--- src/rtl/csf_cfg.svh ---
// register map, field positions and reset values of the sfr bank
`ifndef CSF_CFG_SVH
`define CSF_CFG_SVH
// data memory addresses (low 7 address bits are decoded)
`define CSF_A_WIN    7'h00
`define CSF_A_PTR    7'h01
`define CSF_A_WORK   7'h05
`define CSF_A_PC_LO  7'h06
`define CSF_A_TBLP   7'h07
`define CSF_A_TBL_HI 7'h08
`define CSF_A_STAT   7'h0a
`define CSF_A_IRQC   7'h0b
`define CSF_A_TCNT   7'h0d
`define CSF_A_TSET   7'h0e
`define CSF_A_DIRA   7'h13
`define CSF_A_DIRB   7'h15
`define CSF_A_DIRC   7'h17
`define CSF_A_DIRD   7'h19
`define CSF_A_DUTY0  7'h1a
`define CSF_A_DUTY1  7'h1b
`define CSF_RAM_BASE 7'h40
// status flag positions
`define CSF_ST_C     0
`define CSF_ST_NIB   1
`define CSF_ST_Z     2
`define CSF_ST_WRAP  3
// irq control positions
`define CSF_IC_GATE  0
`define CSF_IC_EXT   1
`define CSF_IC_TIMER 2
// reset values
`define CSF_ZERO     8'h00
`define CSF_DIR_RST  8'hff
`endif

--- src/rtl/csf_pkg.sv ---
// types shared by the sfr bank and its users
package csf_pkg;
   typedef enum logic [3:0] {
      OP_NOP   = 4'b0000,
      OP_LOAD  = 4'b0001,
      OP_STORE = 4'b0010,
      OP_LOADI = 4'b0011,
      OP_ADD   = 4'b0100,
      OP_SUB   = 4'b0101,
      OP_AND   = 4'b0110,
      OP_OR    = 4'b0111,
      OP_XOR   = 4'b1000,
      OP_RLC   = 4'b1001,
      OP_RRC   = 4'b1010,
      OP_TABRD = 4'b1011,
      OP_HALT  = 4'b1100,
      OP_KICK  = 4'b1101,
      OP_IRQ_RET = 4'b1110
   } csf_op_t;
   typedef struct packed {
      csf_op_t    op;
      logic [7:0] addr;
      logic [7:0] imm;
      logic       to_mem;
   } csf_instr_t;
   typedef struct packed {
      logic [7:0] pa;
      logic [7:0] pb;
      logic [7:0] pc;
      logic [7:0] pd;
   } csf_dir_t;
   typedef struct packed {
      logic [7:0] ch1;
      logic [7:0] ch0;
   } csf_duty_t;
endpackage : csf_pkg

--- src/rtl/csf_regs.sv ---
// special function register bank with accumulator datapath
`timescale 1ns/1ps
`include "csf_cfg.svh"

module csf_regs (
   // clock and reset
   input  wire logic             CLK,
   input  wire logic             NRST,
   input  wire logic             CE,
   // instruction issue
   input  wire logic             INSTR_VALID,
   input  wire csf_pkg::csf_instr_t INSTR,
   input  wire logic [15:0]      TBL_WORD,
   input  wire logic [7:0]       PC_NOW,
   // core events
   input  wire logic             IRQ_ENTRY,
   input  wire logic             WDT_TIMEOUT,
   input  wire logic             TIMER_INC,
   // program counter control
   output logic                  PC_JUMP,
   output logic [7:0]            PC_TARGET,
   output logic                  DUMMY_CYCLE,
   // register views
   output logic [7:0]            WORK_REG,
   output logic [7:0]            STATUS_FLAGS,
   output logic [7:0]            TBL_PTR,
   output logic [7:0]            TIMER_COUNT,
   output logic [7:0]            TIMER_SETUP,
   output logic                  EXT_IRQ_EN,
   output logic                  TIMER_IRQ_EN,
   output csf_pkg::csf_dir_t     PORT_DIR,
   output csf_pkg::csf_duty_t    PWM_DUTY
);
   import csf_pkg::*;

   // ==========================================================
   // storage
   logic [6:0] ptr;               // top bit not stored
   logic [7:0] work;
   logic [7:0] tblp;
   logic [7:0] lookup_hi;
   logic [7:0] tset;
   logic [7:0] tcnt;
   logic [3:0] arith;             // {wrap, zero, nibble, carry}
   logic       halt_flag;
   logic       wdto;
   logic [2:0] irqc;
   logic       jump;
   logic [7:0] pc_tgt;
   logic       dummy;
   csf_dir_t   dir;
   csf_duty_t  duty;
   logic [7:0] ram [0:63];

   // ==========================================================
   // decode
   logic       go;
   csf_op_t    op;
   logic [6:0] ea;
   logic       ea_null;
   logic [7:0] opnd;
   logic [7:0] res;
   logic [3:0] next_arith;
   logic [3:0] flag_upd;
   logic       wr_en;
   logic [7:0] wr_data;
   logic       work_we;

   assign go = INSTR_VALID && CE;
   assign op = INSTR.op;

   // effective address
   always_comb
   begin
      ea = INSTR.addr[6:0];
      ea_null = 1'b0;
      if (INSTR.addr[6:0] == `CSF_A_WIN)
      begin
         ea = ptr;
         ea_null = (ptr == `CSF_A_WIN);
      end
   end

   // operand read mux
   always_comb
   begin
      opnd = `CSF_ZERO;
      if (ea_null)
         opnd = `CSF_ZERO;
      else if (ea >= `CSF_RAM_BASE)
         opnd = ram[ea[5:0]];
      else if (ea == `CSF_A_PTR)
         opnd = {1'b1, ptr};
      else if (ea == `CSF_A_WORK)
         opnd = work;
      else if (ea == `CSF_A_PC_LO)
         opnd = PC_NOW;
      else if (ea == `CSF_A_TBLP)
         opnd = tblp;
      else if (ea == `CSF_A_TBL_HI)
         opnd = lookup_hi;
      else if (ea == `CSF_A_STAT)
         opnd = {2'b00, wdto, halt_flag, arith};
      else if (ea == `CSF_A_IRQC)
         opnd = {5'b00000, irqc};
      else if (ea == `CSF_A_TCNT)
         opnd = tcnt;
      else if (ea == `CSF_A_TSET)
         opnd = tset;
      else if (ea == `CSF_A_DIRA)
         opnd = dir.pa;
      else if (ea == `CSF_A_DIRB)
         opnd = dir.pb;
      else if (ea == `CSF_A_DIRC)
         opnd = dir.pc;
      else if (ea == `CSF_A_DIRD)
         opnd = dir.pd;
      else if (ea == `CSF_A_DUTY0)
         opnd = duty.ch0;
      else if (ea == `CSF_A_DUTY1)
         opnd = duty.ch1;
   end

   // alu and flag results
   always_comb
   begin
      logic [7:0] b;
      logic       cin;
      logic [8:0] s9;
      logic [4:0] s4;
      logic [7:0] s7;
      b = (op == OP_SUB) ? ~opnd : opnd;
      cin = (op == OP_SUB);
      s9 = {1'b0, work} + {1'b0, b} + {8'h00, cin};
      s4 = {1'b0, work[3:0]} + {1'b0, b[3:0]} + {4'h0, cin};
      s7 = {1'b0, work[6:0]} + {1'b0, b[6:0]} + {7'h00, cin};
      res = opnd;
      next_arith = arith;
      flag_upd = 4'h0;
      case (op)
         OP_LOADI: res = INSTR.imm;
         OP_ADD, OP_SUB:
         begin
            res = s9[7:0];
            next_arith[`CSF_ST_C] = s9[8];
            next_arith[`CSF_ST_NIB] = s4[4];
            next_arith[`CSF_ST_Z] = (s9[7:0] == `CSF_ZERO);
            next_arith[`CSF_ST_WRAP] = s7[7] ^ s9[8];
            flag_upd = 4'hf;
         end
         OP_AND, OP_OR, OP_XOR:
         begin
            res = (op == OP_AND) ? (work & opnd) :
                  (op == OP_OR)  ? (work | opnd) : (work ^ opnd);
            next_arith[`CSF_ST_Z] = (res == `CSF_ZERO);
            flag_upd[`CSF_ST_Z] = 1'b1;
         end
         OP_RLC:
         begin
            res = {opnd[6:0], arith[`CSF_ST_C]};
            next_arith[`CSF_ST_C] = opnd[7];
            flag_upd[`CSF_ST_C] = 1'b1;
         end
         OP_RRC:
         begin
            res = {arith[`CSF_ST_C], opnd[7:1]};
            next_arith[`CSF_ST_C] = opnd[0];
            flag_upd[`CSF_ST_C] = 1'b1;
         end
         default: res = opnd;
      endcase
   end

   always_comb
   begin
      work_we = 1'b0;
      wr_en = 1'b0;
      wr_data = res;
      case (op)
         OP_LOAD, OP_LOADI: work_we = go;
         OP_STORE:
         begin
            wr_en = go;
            wr_data = work;
         end
         OP_ADD, OP_SUB, OP_AND, OP_OR, OP_XOR, OP_RLC, OP_RRC:
         begin
            wr_en = go && INSTR.to_mem;
            work_we = go && !INSTR.to_mem;
         end
         OP_TABRD:
         begin
            wr_en = go;
            wr_data = TBL_WORD[7:0];
         end
         default: wr_en = 1'b0;
      endcase
      if (ea_null)
         wr_en = 1'b0;
   end

   // ==========================================================
   // registers
   // general purpose ram
   always_ff @(posedge CLK)
   begin
      if (wr_en && ea >= `CSF_RAM_BASE)
         ram[ea[5:0]] <= wr_data;
   end

   // pointer and table pointer
   always_ff @(posedge CLK or negedge NRST)
   begin
      if (!NRST)
      begin
         ptr <= 7'h00;
         tblp <= `CSF_ZERO;
      end
      else if (wr_en && ea == `CSF_A_PTR)
         ptr <= wr_data[6:0];
      else if (wr_en && ea == `CSF_A_TBLP)
         tblp <= wr_data;
   end

   // work register
   always_ff @(posedge CLK or negedge NRST)
   begin
      if (!NRST)
         work <= `CSF_ZERO;
      else if (work_we)
         work <= res;
      else if (wr_en && ea == `CSF_A_WORK)
         work <= wr_data;
   end

   always_ff @(posedge CLK or negedge NRST)
   begin
      if (!NRST)
      begin
         jump <= 1'b0;
         pc_tgt <= `CSF_ZERO;
         dummy <= 1'b0;
      end
      else if (CE)
      begin
         jump <= wr_en && ea == `CSF_A_PC_LO;
         if (wr_en && ea == `CSF_A_PC_LO)
            pc_tgt <= wr_data;
         dummy <= jump;
      end
   end

   always_ff @(posedge CLK or negedge NRST)
   begin
      if (!NRST)
         lookup_hi <= `CSF_ZERO;
      else if (go && op == OP_TABRD)
         lookup_hi <= TBL_WORD[15:8];
   end

   // arithmetic flags
   always_ff @(posedge CLK or negedge NRST)
   begin
      if (!NRST)
         arith <= 4'h0;
      else if (wr_en && ea == `CSF_A_STAT)
         arith <= wr_data[3:0];
      else if (go)
         arith <= (arith & ~flag_upd) | (next_arith & flag_upd);
   end

   always_ff @(posedge CLK or negedge NRST)
   begin
      if (!NRST)
         halt_flag <= 1'b0;
      else if (go && op == OP_HALT)
         halt_flag <= 1'b1;
      else if (go && op == OP_KICK)
         halt_flag <= 1'b0;
   end

   always_ff @(posedge CLK or negedge NRST)
   begin
      if (!NRST)
         wdto <= 1'b0;
      else if (CE && WDT_TIMEOUT)
         wdto <= 1'b1;
      else if (go && (op == OP_HALT || op == OP_KICK))
         wdto <= 1'b0;
   end

   always_ff @(posedge CLK or negedge NRST)
   begin
      if (!NRST)
         irqc <= 3'b000;
      else if (CE)
      begin
         if (wr_en && ea == `CSF_A_IRQC)
            irqc <= wr_data[2:0];
         if (IRQ_ENTRY)
            irqc[`CSF_IC_GATE] <= 1'b0;
         else if (go && op == OP_IRQ_RET)
            irqc[`CSF_IC_GATE] <= 1'b1;
      end
   end

   always_ff @(posedge CLK or negedge NRST)
   begin
      if (!NRST)
      begin
         tcnt <= `CSF_ZERO;
         tset <= `CSF_ZERO;
      end
      else if (CE)
      begin
         if (wr_en && ea == `CSF_A_TCNT)
            tcnt <= wr_data;
         else if (TIMER_INC)
            tcnt <= tcnt + 8'h01;
         if (wr_en && ea == `CSF_A_TSET)
            tset <= wr_data;
      end
   end

   always_ff @(posedge CLK or negedge NRST)
   begin
      if (!NRST)
      begin
         dir <= {4{`CSF_DIR_RST}};
         duty <= {2{`CSF_ZERO}};
      end
      else if (wr_en)
      begin
         if (ea == `CSF_A_DIRA)
            dir.pa <= wr_data;
         else if (ea == `CSF_A_DIRB)
            dir.pb <= wr_data;
         else if (ea == `CSF_A_DIRC)
            dir.pc <= wr_data;
         else if (ea == `CSF_A_DIRD)
            dir.pd <= wr_data;
         else if (ea == `CSF_A_DUTY0)
            duty.ch0 <= wr_data;
         else if (ea == `CSF_A_DUTY1)
            duty.ch1 <= wr_data;
      end
   end

   // outputs
   assign PC_JUMP = jump;
   assign PC_TARGET = pc_tgt;
   assign DUMMY_CYCLE = dummy;
   assign WORK_REG = work;
   assign STATUS_FLAGS = {2'b00, wdto, halt_flag, arith};
   assign TBL_PTR = tblp;
   assign TIMER_COUNT = tcnt;
   assign TIMER_SETUP = tset;
   assign EXT_IRQ_EN = irqc[`CSF_IC_GATE] & irqc[`CSF_IC_EXT];
   assign TIMER_IRQ_EN = irqc[`CSF_IC_GATE] & irqc[`CSF_IC_TIMER];
   assign PORT_DIR = dir;
   assign PWM_DUTY = duty;
endmodule : csf_regs

--- config.mk ---
export PLATFORM = sky130hd
export DESIGN_NAME = csf_regs
export DESIGN_NICKNAME = d
export VERILOG_FILES = /design/src/rtl/csf_pkg.sv /design/src/rtl/csf_regs.sv
export VERILOG_INCLUDE_DIRS = /design/src /design/src/rtl
export SDC_FILE = /design/constraint.sdc
export NUM_CORES = 1
export LEC_CHECK = 0
export BUFFER_PORTS_ARGS = -buffer_cell sky130_fd_sc_hd__buf_2
export CORE_MARGIN = 5
export CORE_UTILIZATION = 35
export DETAILED_ROUTE_END_ITERATION = 12
export GPL_TIMING_DRIVEN = 0
export SLEW_MARGIN = 15
export SYNTH_ARGS = -nofsm -noshare
export SYNTH_HDL_FRONTEND = slang
export SYNTH_SLANG_ARGS = --single-unit
--- constraint.sdc ---
create_clock -name CLK -period 9 [get_ports CLK]
set_input_delay 0.9 -clock CLK [delete_from_list [all_inputs] [get_ports CLK]]
set_output_delay 0.9 -clock CLK [all_outputs]
set_load 0.02 [all_outputs]
# After elaboration in Yosys (flattened, before gate mapping)
# Memories as Yosys holds them, arrays and structs flattened.
# Cells that the tools add are included.
# op_classes
n_addsub	7
magnitude_cmp	1
eq_ne	29
n_mux	49
n_bitwise	17
reduce_logical	49
# ops
op	n
$mux 8	24
$eq 7x5->1 const B	6
$pmux 8 s5	1
$eq 7x4->1 const B	5
$eq 4x4->1 const B	7
$eq 7x3->1 const B	3
$logic_and 1x1->1	18
$eq 4x3->1 const B	4
$logic_not 8->1	2
$mux 1	16
$pmux 8 s2	1
$logic_not 7->1	2
$reduce_and 2->1	7
$reduce_bool 2->1	5
$add 8x8->9	1
$add 9x1->9	1
$add 7x7->8	1
$add 8x1->8	1
$add 8x1->8 const B	1
$and 4x4->4	2
$and 8x8->8	1
$eq 4x2->1 const B	2
$mux 4	2
$not 8->8	1
28 further kinds	38
# word_totals
register_bits	114
ram_bits	512
mem_count	1
# memory_table
name	depth	word_bits	rd	rd_clocked_by_memory_dff	wr	line	text
ram	64	8	1	0	1	csf_regs.sv:53	logic [7:0] ram [0:63];

# Longest topological paths before layout
# logic_depth
depth_word	30
ltp_mapped	28
mapped_depth_nobuf	22

# Least setup slack after synthesis
# Ideal clock, no wire load.
# synth_path
path_kind	input-to-reg
start	input INSTR[9] in the netlist's numbering
end	memory ram[0][7] (data pin)
arrival_time_ns	6.276
path_slack_ns	2.381
cell_stages	24
path_buffers	5
cell_sequence	buf_6 > or4b_1 > buf_2 > o21ai_4 > buf_4 > buf_4 > nand2_1 > a311o_1 > nand4_1 > o311ai_0 > nor4_2 > xor2_1 > ha_1 > and2_1 > nor2b_1 > a211o_1 > and2_1 > o21ai_0 > nand2b_1 > a211oi_1 > nand3_1 > o211a_1 > buf_2 > inv_1
# synth_via
elab_chain_cells	26
# synth_rtl
item	line	text
start: declaration	csf_regs.sv:12	input wire csf_pkg::csf_instr_t INSTR,
$logic_not 7->1 (no source line)	n/a	
$mux 7	csf_regs.sv:77	if (INSTR.addr[6:0] == `CSF_A_WIN)
$eq 7x5->1 (no source line)	n/a	
$mux 8	csf_regs.sv:120	else if (ea == `CSF_A_DUTY1)
$mux 8	csf_regs.sv:118	else if (ea == `CSF_A_DUTY0)
$mux 8	csf_regs.sv:116	else if (ea == `CSF_A_DIRD)
$mux 8	csf_regs.sv:114	else if (ea == `CSF_A_DIRC)
$mux 8	csf_regs.sv:112	else if (ea == `CSF_A_DIRB)
[... 11 more ...]	n/a	
$mux 8 (*)	csf_regs.sv:88	if (ea_null)
$not 8->8	csf_regs.sv:132	b = (op == OP_SUB) ? ~opnd : opnd;
$mux 8	csf_regs.sv:132	
$add 8x8->9	csf_regs.sv:134	s9 = {1'b0, work} + {1'b0, b} + {8'h00, cin};
$add 9x1->9	csf_regs.sv:134	
$pmux 8 s5 (*)	csf_regs.sv:140	case (op)
$pmux 8 s2 (*)	csf_regs.sv:179	case (op)
net wr_data[7]	csf_regs.sv:66	logic [7:0] wr_data;
end: declaration	csf_regs.sv:53	
# The timed path passes the listed nets; every way through them passes the cells marked *.

# Final worst setup path
# layout_path
start	input INSTR[15] in the netlist's numbering
end	memory ram[29][6] (data pin)
# Same word-level chain as after synthesis.

==> results.txt <==
Area Growth Syn to Fin: 16.6%
status: complete, no violations
final core area utilization: 0.409
Setup Fix Bufs, Post-CTS: 0
period utilization: 0.987
reg-to-reg slack, setup: 0.17 ns
TritonCTS clock tree: done
post-synthesis sequential area ratio: 0.637
max-slew violations: 0
final setup fails: 0
# clock sinks: 626
share of cells above drive strength 1: 0.211
Synth Cell Area: 28700 um2
hpwl dp: 90.6 mm
Final Power: 7.28 mW
critical-path maximum fanout: 36
Setup CP Type: input port to flop
largest net degree at the start of global routing: 82
Worst Path Required: 9.32 ns
Yosys warnings: 0
Post-synth EDFFs: 512
post-route design area: 33400 um2
CTS Root Cell: clkbuf_16
Post-DP Area: 31300 um2
clock transition at the registers of the reported paths: 0.06 ns
r2r endpoint: ram[14][7]
H-tree Lvls: 3
row cnt: 105
vias per cell: 6.26
Critical Path AT: 9.21 ns
top_reg_cell synth: edfxtp_1
total number of vias: 22800
num ports: 152
Syn Area/Cell: 12.6 um2
post-placement cell count: 3528
RSZ-0062 raised after global routing: false
Core Box Area: 81700 um2
gpl congestion: 1.00
HP Class: input port to async pin
die area: 87800 um2
initial antenna violation count: 4
post-route insts no fill: 3650
path depth of the worst reg2reg path: 23
# port buffers: 145
worst slew pin tran: 1.31 ns
Max Cap Violations: 0
GRT Util Overall: 0.282
DR WL/cell: 35.0 um
reg2reg start: ptr[3]
Detailed Route WL: 128 mm
most frequent cells in the layout: 512 x edfxtp_1, 358 x nand2_1, 201 x buf_2
Worst setup SP type: input port
Peak VDD IR: 149 uV
Synth Register Bits: 626
Die Span Y: 296 um
commonest non-fill, non-tap cell in the layout: edfxtp_1
Cell variety after synth: 100
first-pass GRT wire length: 173 mm
drt drc: 0
nets: 2603
initial core utilization: 0.351
total grt overflow: 0
FFs w/ async S/R, synth: 0.182
clock skew: 0.0512 ns
Syn Inst Count: 2282
post-route ant nets: 0
pwr/cell area: 218 nW/um2
Period minus WS final: 8.88 ns
CTS max path bufs: 3
final hold vios: 0
Worst slew margin: 0.124
TritonCTS Buffers: 67
hold_buf cts: 0
crit end category: flop
setup_tns: 0 ns
Die Width: 296 um
fmax: 113 MHz
DRT iter0 DRCs: 3545
Clk Latency, worst-skew pair: 0.64 ns
DRT Pass-1 Iters: 7
number of global-route vias before repair: 21500
LEAKAGE: 12.0 nW
-- worst max-delay path, cell delays in order --
cell,delay [ns]
buf_2,0.13
buf_2,0.26
nor3_2,0.15
a21oi_2,0.63
clkdlybuf4s15_1,0.83
clkbuf_2,0.58
clkbuf_1,0.76
nand2_1,0.11
nand3_1,0.11
a21oi_1,0.12
nor3_1,0.62
o21ai_0,0.48
o211a_1,0.44
xnor2_1,0.17
ha_1,0.42
nor2b_1,0.22
nor2_1,0.07
xnor2_1,0.15
a221oi_1,0.28
o211ai_1,0.22
a21oi_1,0.48
buf_2,0.40
inv_2,0.30
buf_12,0.26
-- report_power, final --
group | internal (mW) | total [mW] | switching [mW]
combinational | 0.293 | 1.11 | 0.816
clock | 1.55 | 2.75 | 1.20
sequential | 3.31 | 3.42 | 0.108
-- Yosys cell counts (all sizes together), types with 18 or more instances --
library cell  instances  area share
a31oi                23      0.0050
dfrtp                82       0.072
nand2               359       0.047
dfstp                32       0.029
a32oi                21      0.0064
mux4                 43       0.034
nor2                151       0.020
a211oi               24      0.0063
o21ai               109       0.020
clkbuf               46      0.0060
a221oi               23      0.0083
inv                  36      0.0047
nand4                18      0.0039
nor3                 57       0.010
a21oi               120       0.021
a22oi                23      0.0062
edfxtp              512        0.54
nor4                 24      0.0066
mux2                 25       0.010
o22ai                20      0.0044
nand3               117       0.020
ha                   24       0.010
buf                  94       0.020
mux2i                70       0.024
-- cells by family (layout without fill, tap and decap cells) --
group / count (synthesis) / count (layout) / share of synthesized area
AOI/OAI and AO/OA: 499 / 499 / 0.120
xor gates and xnor gates: 16 / 16 / 0.00489
adders and majority gates: 25 / 25 / 0.0112
buffers and inverters: 177 / 471 / 0.0311
DFF: 626 / 626 / 0.637
muxes: 138 / 138 / 0.0685
other: 1 / 5 / 0.000131
and+or+nand+nor: 800 / 800 / 0.127
-- layer usage --
| metal | track usage | up-vias | share of wire |
|---|---|---|---|
| li1 | - | 9223 | - |
| met1 | 0.382 | 11500 | 0.39 |
| met2 | 0.431 | 1709 | 0.44 |
| met3 | 0.0670 | 366 | 0.11 |
| met4 | 0.137 | 2 | 0.060 |
| met5 | 0 | - | 0.00010 |
-- layout make-up --
class / count / area [um2]
fillers: 7724 / 48300
flip-flops and latches: 626 / 18300
multi-input cells: 1480 / 9690
clock buffers: 84 / 1800
well taps: 1070 / 1340
repair buffers: 175 / 1070
plain buffers: 139 / 772
clock inverters: 36 / 355
inverters: 37 / 139
diodes: 3 / 7.51
-- flip-flops by register name, indices dropped and copies added, names as in the netlist, named ones only --
name	cells
PC_JUMP	1
irqc	3
TBL_PTR	8
WORK_REG	8
PWM_DUTY	16
ptr	7
PC_TARGET	8
ram	512
PORT_DIR	32
lookup_hi	8
DUMMY_CYCLE	1
halt_flag	1
TIMER_SETUP	8
TIMER_COUNT	8
wdto	1
-- how the worst max path moves through the flow --
stage	from	endpoint	slack (ns)
final	INSTR[15]	ram[29][6]	0.12
after global routing	INSTR[9]	ram[7][7]	0.02
after CTS	INSTR[15]	ram[4][6]	0.17
after detailed placement	INSTR[15]	ram[59][6]	-0.83
after global placement	INSTR[15]	ram[28][7]	-2.04
after floorplan	INSTR[9]	ram[0][7]	2.38
-- per-stage QoR --
step | hold WS [ns] | worst slack [ns]
detailed placement | 0.472 | -0.827
global route | 0.177 | 0.0236
global placement | 0.463 | -2.04
floorplan | 0.464 | 2.38
CTS | 0.158 | 0.172
finish | 0.160 | 0.118
-- timing repair --
item                                    CTS  global route
endpoints found under the setup margin  110           162
resized for setup                         3            11
endpoints found under the hold margin     0             0
(Power assumes the default switching activity.)
